File: config.mk
export PLATFORM = sky130hd
export DESIGN_NAME = strap_config_latch
export DESIGN_NICKNAME = d
export VERILOG_FILES = /design/src/include/strap_pkg.sv /design/src/include/strap_if.sv /design/src/rtl/strap_sync.sv /design/src/rtl/strap_config_latch.sv
export SDC_FILE = /design/constraint.sdc
export NUM_CORES = 1
export LEC_CHECK = 0
export BUFFER_PORTS_ARGS = -buffer_cell sky130_fd_sc_hd__buf_2
export CORE_MARGIN = 2
export CORE_UTILIZATION = 39
export DETAILED_ROUTE_END_ITERATION = 12
export PLACE_DENSITY = 0.71
export SLEW_MARGIN = 15
export SYNTH_ARGS = -nofsm -noshare
export SYNTH_HDL_FRONTEND = slang
export SYNTH_SLANG_ARGS = --single-unit
File: constraint.sdc
create_clock -name clock -period 1.6 [get_ports clock]
set_input_delay 0.08 -clock clock [delete_from_list [all_inputs] [get_ports clock]]
set_output_delay 0.08 -clock clock [all_outputs]
set_load 0.005 [all_outputs]
File: src/include/strap_pkg.sv
// Constants and types shared by the strap capture logic
//
// Overview of operation
// - Five-bit base address strap is sampled at reset and latched; any value accepted.
// - Address bit reads one when pulled up, zero when pulled down.
// - Four port addresses are base plus zero, one, two and three.
// - Each indicator pin is also its own polarity strap, fixed at strap loading.
// - Low strap level gives polarity one: indicator driven active high.
// - High strap level gives polarity zero: indicator driven active low.
// - Five-bit functional mode is latched at reset and applied to all four ports.
// - Style strap zero selects tri-colour, one individual; same for all eight indicators.
// - Straps are captured when the pin reset is released, not while it is held.
package strap_pkg;

  localparam int ADDR_W = 5;
  localparam int MODE_W = 5;
  localparam int NUM_PORTS = 4;
  localparam int NUM_IND = 8;

  localparam logic [ADDR_W-1:0] ADDR_MAX_BASE = 5'h1C;
  localparam logic [ADDR_W-1:0] ADDR_RST = 5'h00;
  localparam logic [MODE_W-1:0] MODE_RST = 5'h00;
  localparam logic [NUM_IND-1:0] POL_RST = 8'h00;
  localparam logic BCAST_DIS_RST = 1'b1;
  localparam logic STYLE_RST = 1'b0;

  // Cycles the pins settle in the synchroniser after reset release
  localparam int SETTLE_CYCLES = 3;
  localparam logic [1:0] SETTLE_LAST = 2'(SETTLE_CYCLES - 1);

  typedef logic [ADDR_W-1:0] addr_t;
  typedef logic [MODE_W-1:0] mode_t;

  typedef enum logic [2:0] {
    ST_RESET  = 3'b001,
    ST_SETTLE = 3'b010,
    ST_DONE   = 3'b100
  } load_state_e;

  // Port address = base + port index, wrapping in five bits
  function automatic addr_t port_addr(input addr_t base, input int unsigned idx);
    port_addr = addr_t'(base + addr_t'(idx));
  endfunction : port_addr

endpackage : strap_pkg

File: src/include/strap_if.sv
// Interface carrying synchronised strap levels between capture modules
`timescale 1ns/100ps
`default_nettype none
interface strap_if;
  import strap_pkg::*;
  addr_t              base_addr;
  mode_t              mode;
  logic               bcast;
  logic               style;
  logic [NUM_IND-1:0] ind_level;

  modport src (output base_addr, output mode, output bcast, output style, output ind_level);
  modport dst (input base_addr, input mode, input bcast, input style, input ind_level);
endinterface : strap_if
`default_nettype wire

File: src/rtl/strap_sync.sv
// Two-stage synchroniser for all strap pins
`timescale 1ns/100ps
`default_nettype none
module strap_sync
  import strap_pkg::*;
(
  // Clock
  input  wire logic                clock,
  // Raw pins
  input  wire logic [ADDR_W-1:0]   base_pin,
  input  wire logic [MODE_W-1:0]   mode_pin,
  input  wire logic                bcast_pin,
  input  wire logic                style_pin,
  input  wire logic [NUM_IND-1:0]  ind_pin,
  // Synchronised levels
  strap_if.src                     sync
);
  import strap_pkg::*;

  localparam int W = ADDR_W + MODE_W + 2 + NUM_IND;

  typedef struct packed {
    logic [W-1:0] meta;
    logic [W-1:0] stable;
  } sync_s;

  sync_s state_q;
  sync_s state_d;

  // ----------------------------------------
  // Synchroniser
  // ----------------------------------------
  // No reset: these only ever carry pin levels
  always_comb begin
    state_d        = state_q;
    state_d.meta   = {base_pin, mode_pin, bcast_pin, style_pin, ind_pin};
    state_d.stable = state_q.meta;
  end

  always_ff @(posedge clock) begin
    state_q <= state_d;
  end

  assign {sync.base_addr, sync.mode, sync.bcast, sync.style, sync.ind_level} = state_q.stable;

endmodule : strap_sync
`default_nettype wire

File: src/rtl/strap_config_latch.sv
// Strap capture at reset release, holding chip configuration
`timescale 1ns/100ps
`default_nettype none
module strap_config_latch
  import strap_pkg::*;
(
  // Clock and reset
  input  wire logic                         clock,
  input  wire logic                         sys_rst,
  // Strap pins, input side
  input  wire logic [ADDR_W-1:0]            port_base_addr_strap,
  input  wire logic [MODE_W-1:0]            mode_strap,
  input  wire logic                         broadcast_access_strap,
  input  wire logic                         indicator_style_strap,
  input  wire logic [NUM_IND-1:0]           indicator_pin_in,
  // Indicator drive from the rest of the chip, active-high request
  input  wire logic [NUM_IND-1:0]           indicator_on,
  // Indicator pin drive
  output var logic [NUM_IND-1:0]            indicator_pin_out,
  output var logic [NUM_IND-1:0]            indicator_pin_oe,
  // Captured configuration
  output var logic                          straps_valid,
  output var strap_pkg::addr_t              base_addr,
  output var logic [NUM_PORTS*ADDR_W-1:0]   port_addrs,
  output var strap_pkg::mode_t              func_mode,
  output var logic                          broadcast_enable,
  output var logic                          style_individual,
  output var logic [NUM_IND-1:0]            indicator_polarity_strap
);
  import strap_pkg::*;

  strap_if sync ();

  strap_sync u_sync (
    .clock     (clock),
    .base_pin  (port_base_addr_strap),
    .mode_pin  (mode_strap),
    .bcast_pin (broadcast_access_strap),
    .style_pin (indicator_style_strap),
    .ind_pin   (indicator_pin_in),
    .sync      (sync.src)
  );

  typedef struct packed {
    load_state_e                  st;
    logic [1:0]                   cnt;
    logic                         valid;
    addr_t                        base;
    logic [NUM_PORTS*ADDR_W-1:0]  ports;
    mode_t                        mode;
    logic                         bcast_en;
    logic                         style;
    logic [NUM_IND-1:0]           pol;
    logic [NUM_IND-1:0]           pin_out;
    logic [NUM_IND-1:0]           pin_oe;
  } latch_s;

  latch_s state_q;
  latch_s state_d;

  // ----------------------------------------
  // Capture sequence
  // ----------------------------------------
  // Pins are sampled after release, once the synchroniser holds post-release levels.
  always_comb begin
    state_d = state_q;
    case (state_q.st)
      ST_RESET: begin
        state_d.st  = ST_SETTLE;
        state_d.cnt = 2'h0;
      end
      ST_SETTLE: begin
        if (state_q.cnt == SETTLE_LAST) begin
          state_d.st       = ST_DONE;
          state_d.valid    = 1'b1;
          state_d.base     = sync.base_addr;
          // Offsets wrap in five bits; keeping the base at or below 1C is left to the board
          for (int i = 0; i < NUM_PORTS; i++) begin
            state_d.ports[i*ADDR_W +: ADDR_W] = port_addr(sync.base_addr, i);
          end
          state_d.mode     = sync.mode;
          state_d.bcast_en = ~sync.bcast;
          state_d.style    = sync.style;
          state_d.pol      = ~sync.ind_level;
        end else begin
          state_d.cnt = 2'(state_q.cnt + 2'h1);
        end
      end
      ST_DONE: begin
        // Captured fields held; only the pin drive follows indicator_on
        state_d.pin_oe  = {NUM_IND{1'b1}};
        state_d.pin_out = ~(indicator_on ^ state_q.pol);
      end
      default: begin
        state_d.st = ST_RESET;
      end
    endcase
  end

  always_ff @(posedge clock) begin
    if (sys_rst) begin
      state_q.st       <= ST_RESET;
      state_q.cnt      <= 2'h0;
      state_q.valid    <= 1'b0;
      state_q.base     <= ADDR_RST;
      state_q.ports    <= '0;
      state_q.mode     <= MODE_RST;
      state_q.bcast_en <= ~BCAST_DIS_RST;
      state_q.style    <= STYLE_RST;
      state_q.pol      <= POL_RST;
      state_q.pin_out  <= '0;
      state_q.pin_oe   <= '0;
    end else begin
      state_q <= state_d;
    end
  end

  // ----------------------------------------
  // Outputs
  // ----------------------------------------
  assign straps_valid             = state_q.valid;
  assign base_addr                = state_q.base;
  assign port_addrs               = state_q.ports;
  assign func_mode                = state_q.mode;
  assign broadcast_enable         = state_q.bcast_en;
  assign style_individual         = state_q.style;
  assign indicator_polarity_strap = state_q.pol;
  assign indicator_pin_out        = state_q.pin_out;
  assign indicator_pin_oe         = state_q.pin_oe;

  // ----------------------------------------
  // Checks
  // ----------------------------------------
  addr_t base_hold_q;
  always_ff @(posedge clock) begin
    base_hold_q <= state_q.base;
  end

  capture_time_a: assert property (@(posedge clock) disable iff (sys_rst)
    $fell(sys_rst) |-> !straps_valid [*4] ##1 straps_valid)
    else $error("straps not captured on time after reset release");

  addr_hold_a: assert property (@(posedge clock) disable iff (sys_rst)
    straps_valid && $past(straps_valid) |-> base_addr == base_hold_q)
    else $error("latched base address changed");

  cfg_stable_a: assert property (@(posedge clock) disable iff (sys_rst)
    straps_valid && $past(straps_valid) |-> $stable(func_mode) && $stable(indicator_polarity_strap)
      && $stable(broadcast_enable) && $stable(style_individual))
    else $error("latched configuration changed");

  port_offset_a: assert property (@(posedge clock) disable iff (sys_rst)
    straps_valid |-> port_addrs[19:15] == addr_t'(base_addr + 5'h03)
      && port_addrs[4:0] == base_addr)
    else $error("port address offsets wrong");

  drive_after_a: assert property (@(posedge clock) disable iff (sys_rst)
    |indicator_pin_oe |-> straps_valid && $past(straps_valid))
    else $error("indicator driven before capture");

  polarity_a: assert property (@(posedge clock) disable iff (sys_rst)
    indicator_pin_oe[0] && indicator_polarity_strap[0] && $past(indicator_on[0])
      && $past(straps_valid) |-> indicator_pin_out[0])
    else $error("active high indicator not driven high");

  polarity_low_a: assert property (@(posedge clock) disable iff (sys_rst)
    indicator_pin_oe[0] && !indicator_polarity_strap[0] && $past(indicator_on[0])
      && $past(straps_valid) |-> !indicator_pin_out[0])
    else $error("active low indicator not driven low");

  capture_val_a: assert property (@(posedge clock) disable iff (sys_rst)
    $rose(straps_valid) |-> base_addr == $past(sync.base_addr)
      && broadcast_enable == !$past(sync.bcast) && func_mode == $past(sync.mode))
    else $error("captured strap value mismatch");

  port_mid_a: assert property (@(posedge clock) disable iff (sys_rst)
    straps_valid |-> port_addrs[9:5] == addr_t'(base_addr + 5'h01)
      && port_addrs[14:10] == addr_t'(base_addr + 5'h02))
    else $error("middle port addresses wrong");

  polarity_cap_a: assert property (@(posedge clock) disable iff (sys_rst)
    $rose(straps_valid) |-> indicator_polarity_strap == ~$past(sync.ind_level)
      && style_individual == $past(sync.style))
    else $error("captured polarity or style mismatch");

  hold_off_a: assert property (@(posedge clock) disable iff (sys_rst)
    !straps_valid |-> indicator_pin_oe == '0 && indicator_pin_out == '0)
    else $error("indicator pins driven before capture");

  oe_full_a: assert property (@(posedge clock) disable iff (sys_rst)
    straps_valid && $past(straps_valid) |-> &indicator_pin_oe)
    else $error("indicator pins not all driven after capture");

  active_high_all_a: assert property (@(posedge clock) disable iff (sys_rst)
    &indicator_pin_oe |-> (indicator_pin_out & indicator_polarity_strap)
      == ($past(indicator_on) & indicator_polarity_strap))
    else $error("active high indicators do not follow request");

  active_low_all_a: assert property (@(posedge clock) disable iff (sys_rst)
    &indicator_pin_oe |-> (indicator_pin_out | indicator_polarity_strap)
      == (~$past(indicator_on) | indicator_polarity_strap))
    else $error("active low indicators do not follow inverted request");

  // Checked without a disable so that the reset values themselves are watched
  reset_state_a: assert property (@(posedge clock)
    $past(sys_rst) |-> !straps_valid && indicator_pin_oe == '0 && base_addr == ADDR_RST
      && func_mode == MODE_RST && indicator_polarity_strap == POL_RST)
    else $error("outputs not at reset values during reset");

  valid_sticky_a: assert property (@(posedge clock) disable iff (sys_rst)
    $past(straps_valid) && !$past(sys_rst) |-> straps_valid)
    else $error("capture flag dropped without reset");

endmodule : strap_config_latch
`default_nettype wire

==> flow_summary.yaml, run 1 <==
outcome:
  status: "finished, final reports clean"
cts:
  cts_max_level: 3
  clock_sinks: 88
  clock_latency_ns: 0.35
  cts_root_buf: "clkbuf_8"
  cts_tree: "built"
  clkTransAtPathRegs_ns: 0.09
  cts_buffer_depth: 2
  numCtsBuffers: 9
cells_and_area:
  drive_above_1_share: 0.352
  n_fill_cell: 751
  area_growth_pct: 20.7
  final_util: 0.480
  mostFrequentLayoutCells: "87 x dfxtp_1, 86 x buf_2, 47 x nand2_1, 31 x nor2_1, 24 x a21oi_1"
  layout_commonest_cell: "dfxtp_1"
  antenna_cells: 0
  num-nets-final: 411
min_path:
  min_to: "indicator_pin_out[1]"
  min_path_type: "in2reg"
  worstHoldStart: "indicator_on[1]"
  whs_path_depth: 4
worst_setup_path:
  cp_max_fo: 9
  path_buf_inv: 2
  crit_cells: 7
  crit_arrival_ns: 1.81
  cp-end-kind: "flip-flop"
  crit_path_cell_trace: "ha_4, nand2_1, nor3_4, buf_6, clkbuf_16, nor2_1, a211oi_2"
  slowest_stage: "dfxtp_1"
  r2r_setup_slack_ns: 0.07
  required_ns: 1.88
  slowest_delay_ns: 0.39
  r2r_start: "state_q[58]"
  regToRegEndpoint: "port_addrs[15]"
  r2r_cells: 7
  startpoint_type: "flip-flop"
  worst-setup-path-type: "reg2reg"
  critical_path.top_delay_family: "simple AND/OR/NAND/NOR gates"
sta:
  setup_slack_ns: 0.0689
  maxSlewViolCount: 0
  timing.final.crit_period_ns: 1.53
  rsz0062_at_grt: "true"
  worstMarginPinSlew_ns: 0.421
  finalCritPeriodShare: 0.957
  fmax_ghz: 0.653
  finalHoldViolations: 0
  relSlewSlack: 0.719
  fin_skew_ns: 0.00739
  setup_viol: 0
global_route:
  antenna_found_initial: 0
  grt_pass1_wl_um: 9140
  grt_pass1_vias: 1975
  grt_max_degree: 37
  grt_usage: 0.131
  overflow: 0
power_and_ir_drop:
  ir_worst_vdd_v: 0.000625
  leakagePower_nw: 1.66
  finalPower_w: 0.00422
  p_per_area_mw_per_mm2: 1080
synth:
  synth_area_per_cell_um2: 10.1
  synth-seq-cells: 88
  postSynthCellCount: 321
  yosys.area.top_type_share: 0.545
  yosysTopAreaCell: "dfxtp_1"
  netlist_area_mm2: 0.00323
  synth-seq-area-share: 0.545
  syn_nets: 356
  synth_cell_types: 24
  synth-warning-count: 0
  synth_area_leaders: "dfxtp_1 54%, buf_4 13%, a211oi_2 7.0%, nand2_1 5.5%, a21oi_1 4.0%"
place:
  dp_slack_ns: 0.0603
  place_congestion: 0.757
  io_buffers: 86
  place.detailed.hpwl_um: 3740
routing:
  vias: 2158
  wirelength_um: 5890
  drt_iter0_drc: 149
  drc: 0
  ant_nets: 0
  wire_per_inst_um: 12.1
  firstDrtPassIters: 4
  via_per_inst: 4.44
flow_run:
  drv_cap: 0
die:
  start_util: 0.398
  die_h_um: 95.1
  row_count: 33
  coreArea_mm2: 0.00813
  fp.dieArea_mm2: 0.00904
  ios: 87
  fp.dieW_um: 95.1
## metrics by stage
| stage | cells | hold slack [ns] | cell area (um^2) | setup TNS [ns] |
|---|---|---|---|---|
| after floorplan | 321 | 0.108 | 3230 | 0 |
| after global placement | 445 | 0.182 | 3380 | 0 |
| after detailed placement | 445 | 0.184 | 3380 | 0 |
| after CTS | 481 | 0.000225 | 3800 | 0 |
| after global routing | 486 | 0.0265 | 3910 | -0.144 |
| final | 486 | 0.0136 | 3910 | 0 |
## cells in the mapped netlist
cell type,number
a21oi_1,26
buf_4,58
clkbuf_1,6
nor2b_1,1
ha_1,5
o41ai_1,1
xnor2_1,13
a2bb2oi_1,1
nor4_1,1
xor2_1,4
and2_1,1
a22oi_1,1
nor3_1,1
buf_2,7
a211oi_2,18
dfxtp_1,88
nor3_2,1
o21bai_1,2
nand3_1,2
nand4bb_1,1
inv_1,4
nor2_1,31
mux2i_1,1
nand2_1,47
## area by class of cell
type	count	area, um^2	area share
Clock buffer	10	128	0.0327
Clock inverter	6	91.3	0.0234
Inverter	4	15.0	0.00384
Multi-Input combinational cell	158	991	0.254
Sequential cell	88	1760	0.451
Tap cell	105	131	0.0336
Timing Repair Buffer	115	786	0.201
## layer usage
layer	up-vias	global-route usage	wire length [um]
li1	1097	-	-
met1	998	0.159	2640
met2	54	0.213	2860
met3	9	0.0443	301
met4	0	0.0556	93
met5	-	0	0
## registers in the layout, indices dropped and copies added, names as in the netlist, 8 cells and up
name                      count
u_sync.sync.ind_level         8
port_addrs                   14
u_sync.state_d               20
indicator_polarity_strap      8
indicator_pin_out             8
## where the power goes
group          switching, W  internal, W
sequential        0.0000673      0.00226
clock              0.000771     0.000888
combinational     0.0000978     0.000133
total              0.000937      0.00328
## cell families (layout without fill, tap and decap cells)
family          count (synthesis)  in the layout  share of synthesized area
simple gates                   86             86                      0.108
buf+inv                        75            135                      0.157
flops                          88             88                      0.545
fa+ha+maj                       5              5                     0.0193
compound gates                 49             49                      0.122
xor+xnor                       17             17                     0.0460
mux                             1              1                    0.00309
## worst max path at each step
| stage | from | end | slack, ns |
|---|---|---|---|
| after CTS | state_q[57] | indicator_polarity_strap[3] | 0.05 |
| final | state_q[58] | port_addrs[15] | 0.07 |
| after detailed placement | state_q[57] | indicator_polarity_strap[3] | 0.06 |
| after global routing | state_q[57] | port_addrs[15] | -0.02 |
| after global placement | state_q[57] | port_addrs[15] | 0.16 |
| after floorplan | state_q[57] | indicator_polarity_strap[0] | 0.23 |
## worst min-delay path: stages
cell and delay, ns:
buf_2 0.09, xnor2_1 0.05, nand2_1 0.06, a21oi_1 0.05
## repair_timing
action,CTS,global route
hold buffers,20,0
setup buffers,0,2
resized for setup,0,9
setup endpoints to repair,0,30
endpoints found under the hold margin,20,0
No activity file was read; power rests on OpenSTA's default activity.
==> run 2, diff against run 1 <==
Settings changed: ABC_AREA from default to 1.
==> flow_summary.yaml, run 2 <==
outcome:
  status: "finished, final reports clean"
die:
  die_h_um: 97.1
  coreArea_mm2: 0.00830
  fp.dieW_um: 97.1
  start_util: 0.408
  ios: 87
  row_count: 33
  fp.dieArea_mm2: 0.00943
cts:
  cts_resized: 0
  clkTransAtPathRegs_ns: 0.09
  cts_max_level: 3
  cts_buffer_depth: 2
  numCtsBuffers: 9
  cts_root_buf: "clkbuf_8"
  cts_tree: "built"
  clock_sinks: 88
  cts_setup_buffers: 0
  clock_latency_ns: 0.35
routing:
  drt_iter0_drc: 89
  wirelength_um: 5850
  vias: 2322
  drc: 0
  wire_per_inst_um: 11.0
  firstDrtPassIters: 4
  via_per_inst: 4.35
  ant_nets: 0
synth:
  syn_nets: 403
  synth_common_cells: "88 x dfxtp_1, 83 x nand2_1, 55 x buf_4"
  postSynthCellCount: 368
  synth_cell_types: 27
  synth-warning-count: 0
  yosysTopAreaCell: "dfxtp_1"
  synth-seq-cells: 88
  synth_async_sr_flop_share: 0
  synthFlopType: "dfxtp_1"
  post-synth-top-count-cell: "dfxtp_1"
  synth_area_leaders: "dfxtp_1 52%, buf_4 12%, nand2_1 9.2%, a21oi_2 4.4%, a21oi_1 3.7%"
  yosys.area.top_type_share: 0.521
  synth_area_per_cell_um2: 9.19
  netlist_area_mm2: 0.00338
  synth-seq-area-share: 0.521
  synth_edf_count: 0
sta:
  fin_skew_ns: 0.0103
  relSlewSlack: 0.680
  rsz0062_at_grt: "false"
  timing.final.crit_period_ns: 1.45
  setup_viol: 0
  maxSlewViolCount: 0
  fmax_ghz: 0.692
  worstMarginPinSlew_ns: 0.480
  setup_tns_ns: 0
  finalHoldViolations: 0
  finalCritPeriodShare: 0.903
worst_setup_path:
  cp-end-kind: "flip-flop"
  crit_path_cell_trace: "inv_1, ha_1, inv_1, nor2_8, nand2_1, a21oi_2"
  worst-setup-path-type: "reg2reg"
  startpoint_type: "flip-flop"
  r2r_setup_slack_ns: 0.15
  r2r_cells: 6
  cpMostUsedCell: "inv_1"
  slowest_stage: "nor2_8"
  r2r_start: "state_q[57]"
  slowest_delay_ns: 0.33
  required_ns: 1.89
  crit_arrival_ns: 1.73
  cp_max_fo: 24
  regToRegEndpoint: "port_addrs[7]"
global_route:
  grt_usage: 0.133
  grt_pass1_vias: 2204
  grt_max_degree: 38
  antenna_found_initial: 0
  grt_pass1_wl_um: 10100
  overflow: 0
cells_and_area:
  n_fill_cell: 804
  mostFrequentLayoutCells: "88 x dfxtp_1, 86 x buf_2, 83 x nand2_1, 27 x inv_1, 25 x a21oi_1"
  seq_area_mm2: 0.00176
  largest_reg_flops: 20
  multi_input_area_um2: 997
  drive_above_1_share: 0.326
  fin_area_mm2: 0.00390
  antenna_cells: 0
  layout_commonest_cell: "dfxtp_1"
  area_growth_pct: 15.3
  num-nets-final: 459
power_and_ir_drop:
  ir_worst_vdd_v: 0.000811
  leakagePower_nw: 1.81
  p_per_area_mw_per_mm2: 1040
place:
  placed_area_mm2: 0.00348
  io_buffers: 86
  place_congestion: 0.769
  place.detailed.hpwl_um: 3990
min_path:
  min_path_type: "in2reg"
  whs_path_depth: 4
  worstHoldStart: "indicator_on[2]"
  min_to: "indicator_pin_out[2]"
flow_run:
  drv_cap: 0
-- run 2: cell count changes after synthesis, moves of 3 or more --
cell / delta
nor2_1: -19
xnor2_1: -4
nand3_1: +4
buf_4: -3
inv_1: +23
clkbuf_1: -4
nand2_1: +36
a21oi_2: +17
nand2_2: +10
nand4_1: +6
a211oi_2: -18
-- run 2: kinds of logic after synthesis --
| family | count (synthesis) | share of synthesized area |
|---|---|---|
| AND/OR/NAND/NOR | 122 | 0.162 |
| flip-flops | 88 | 0.521 |
| adder cells (fa/ha/maj) | 5 | 0.0185 |
| buffers and inverters | 97 | 0.184 |
| AO/OA/AOI/OAI | 45 | 0.0862 |
| XOR/XNOR | 11 | 0.0285 |
-- run 2: worst max-delay path by stage --
stage | from | endpoint | cells after the start
after floorplan | state_q[57] | base_addr[3] | 7
after global placement | state_q[57] | port_addrs[4] | 6
after detailed placement | state_q[57] | port_addrs[7] | 6
after CTS | state_q[57] | port_addrs[7] | 6
after global routing | state_q[57] | port_addrs[7] | 6
final | state_q[57] | port_addrs[7] | 6
-- run 2: routing by layer --
layer	track usage	routed length (um)
met2	0.230	2860
met5	0	0
met4	0.0650	140
met1	0.154	2600
met3	0.0302	248
-- run 2: stage by stage --
stage / hold slack (ns) / util / total power, W / cells / setup WS, ns
after floorplan: 0.108 / - / 0.00244 / 368 / 0.386
after CTS: 0.000268 / 0.470 / 0.00413 / 534 / 0.120
final: 0.0174 / 0.470 / 0.00407 / 534 / 0.155
after detailed placement: 0.184 / 0.419 / 0.00251 / 497 / 0.140
after global routing: 0.00677 / 0.470 / 0.00427 / 534 / 0.00420
after global placement: 0.182 / 0.419 / 0.00250 / 497 / 0.214
-- run 2: final cells by class --
class,instances,share of cell area
clock buffer,10,0.0353
clock inverter,6,0.0189
multi-input combinational,183,0.256
tap,105,0.0337
sequential,88,0.452
timing repair buffer,114,0.178
inverter,28,0.0269
-- run 2: report_power, final --
group / internal [W] / switching [W] / total, W
combinational: 0.000103 / 0.000102 / 0.000205
sequential: 0.00225 / 0.0000360 / 0.00229
clock: 0.000787 / 0.000791 / 0.00158
-- run 2: critical path: cells and delay by family, from the launching register on --
| family | cells | cell delay (ns) |
|---|---|---|
| fa+ha+maj | 1 | 0.25 |
| simple gates | 2 | 0.46 |
| flops | 1 | 0.31 |
| compound gates | 1 | 0.13 |
| buf+inv | 2 | 0.22 |
-- run 2: timing repair --
action                                  in CTS  in global routing
hold endpoints to repair                    21                  0
endpoints found under the setup margin       0                  2
hold buffers                                21                  0
==> run 3, diff against run 2 <==
Settings changed: CORE_ASPECT_RATIO from default to 1.2.
Clock period 1.6 ns to 1.5 ns, I/O delays scaled along.
==> flow_summary.yaml, run 3 (synthesized netlist as in run 2, its figures left out) <==
global_route:
  grt_pass1_vias: 2202
  grt_max_degree: 38
  antenna_found_initial: 0
  grt_pass1_wl_um: 9650
  overflow: 0
  grt_usage: 0.133
cells_and_area:
  drive_above_1_share: 0.328
  num-nets-final: 466
  area_growth_pct: 17.5
  seq_area_mm2: 0.00176
  n_fill_cell: 839
  antenna_cells: 0
  layout_commonest_cell: "dfxtp_1"
  largest_reg_flops: 20
  mostFrequentLayoutCells: "88 x dfxtp_1, 86 x buf_2, 83 x nand2_1, 26 x inv_1"
  multi_input_area_mm2: 0.00102
routing:
  wirelength_um: 6010
  drt_iter0_drc: 114
  drc: 0
  via_per_inst: 4.16
  ant_nets: 0
  firstDrtPassIters: 4
  vias: 2302
  wire_per_inst_um: 10.9
cts:
  cts_max_level: 3
  cts_root_buf: "clkbuf_8"
  cts_tree: "built"
  clkTransAtPathRegs_ns: 0.08
  cts_buffer_depth: 2
  numCtsBuffers: 9
  clock_latency_ns: 0.36
  clock_sinks: 88
place:
  io_buffers: 86
  place_congestion: 0.769
  place.detailed.hpwl_um: 3980
sta:
  maxSlewViolCount: 0
  holdWs_ns: 0.0313
  setup_viol: 0
  finalHoldViolations: 0
  finalCritPeriodShare: 0.914
  relSlewSlack: 0.680
  setup_tns_ns: 0
  fmax_ghz: 0.729
  worstMarginPinSlew_ns: 0.479
  fin_skew_ns: 0.0140
  rsz0062_at_grt: "false"
  timing.final.crit_period_ns: 1.37
worst_setup_path:
  critical_path.top_delay_family: "flip-flops"
  slowest_delay_ns: 0.32
  cp-end-kind: "flip-flop"
  cp_max_fo: 5
  r2r_cells: 6
  startpoint_type: "flip-flop"
  crit_path_cell_trace: "inv_1, ha_1, inv_2, nand3_1, a21oi_1, nor2_1"
  crit_cells: 6
  required_ns: 1.75
  worst-setup-path-type: "reg2reg"
  crit_arrival_ns: 1.62
  path_buf_inv: 2
  slowest_stage: "dfxtp_1"
die:
  fp.dieArea_mm2: 0.00944
  fp.dieW_um: 89.0
  start_util: 0.397
  die_h_um: 106
  coreArea_mm2: 0.00852
  row_count: 37
  ios: 87
outcome:
  status: "finished, final reports clean"
power_and_ir_drop:
  p_per_area_mw_per_mm2: 1040
  leakagePower_nw: 1.82
  ir_worst_vdd_v: 0.000694
min_path:
  min_path_type: "in2reg"
  whs_path_depth: 4
flow_run:
  drv_cap: 0
==> run 3: cell type report <==
cell class	instances	share of cell area
Multi-Input combinational cell	184	0.256
Clock inverter	4	0.00724
Timing Repair Buffer	120	0.191
Sequential cell	88	0.443
Inverter	28	0.0264
Tap cell	117	0.0368
Clock buffer	12	0.0390
==> run 3: layer usage <==
layer	vias up	track usage	wire length (um)
met5	-	0	0
met2	60	0.208	2830
met3	10	0.0411	343
li1	1213	-	-
met1	1019	0.159	2690
met4	0	0.0778	146
==> run 3: path summary, 6_finish.rpt <==
| kind | start | end | slack [ns] |
|---|---|---|---|
| worst max-delay path | state_q[57] | state_q[57] | 0.13 |
| worst min-delay path | indicator_on[1] | indicator_pin_out[1] | 0.03 |
| worst min register to register | u_sync.state_d[17] | u_sync.sync.base_addr[2] | 0.32 |
| worst max register to register | state_q[57] | state_q[57] | 0.13 |
==> run 3: through the flow <==
stage / area (um^2) / worst slack (ns) / util / std cells / total power, W
floorplan: 3380 / 0.286 / - / 368 / 0.00261
global placement: 3510 / 0.117 / 0.412 / 509 / 0.00267
detailed placement: 3510 / 0.0493 / 0.412 / 509 / 0.00267
CTS: 3940 / 0.0146 / 0.463 / 550 / 0.00422
global route: 3970 / 0.000132 / 0.467 / 553 / 0.00434
finish: 3970 / 0.129 / 0.467 / 553 / 0.00415
==> run 3: where the power goes <==
part / switching (W) / total, W / internal [W]
sequential: 0.0000374 / 0.00244 / 0.00240
combinational: 0.000115 / 0.000232 / 0.000117
clock: 0.000788 / 0.00148 / 0.000693
==> run 3: worst reg2reg max path, stage by stage, from the launching register on <==
cell and delay [ns]:
dfxtp_1 0.32, inv_1 0.06, ha_1 0.28, inv_2 0.19, nand3_1 0.20, a21oi_1 0.18, nor2_1 0.05
==> run 3: repair_timing <==
| item | CTS | global route |
|---|---|---|
| hold buffers | 25 | 0 |
| setup endpoints to repair | 0 | 27 |
| resized for setup | 0 | 2 |
| hold endpoints to repair | 25 | 0 |
| setup buffers | 0 | 2 |
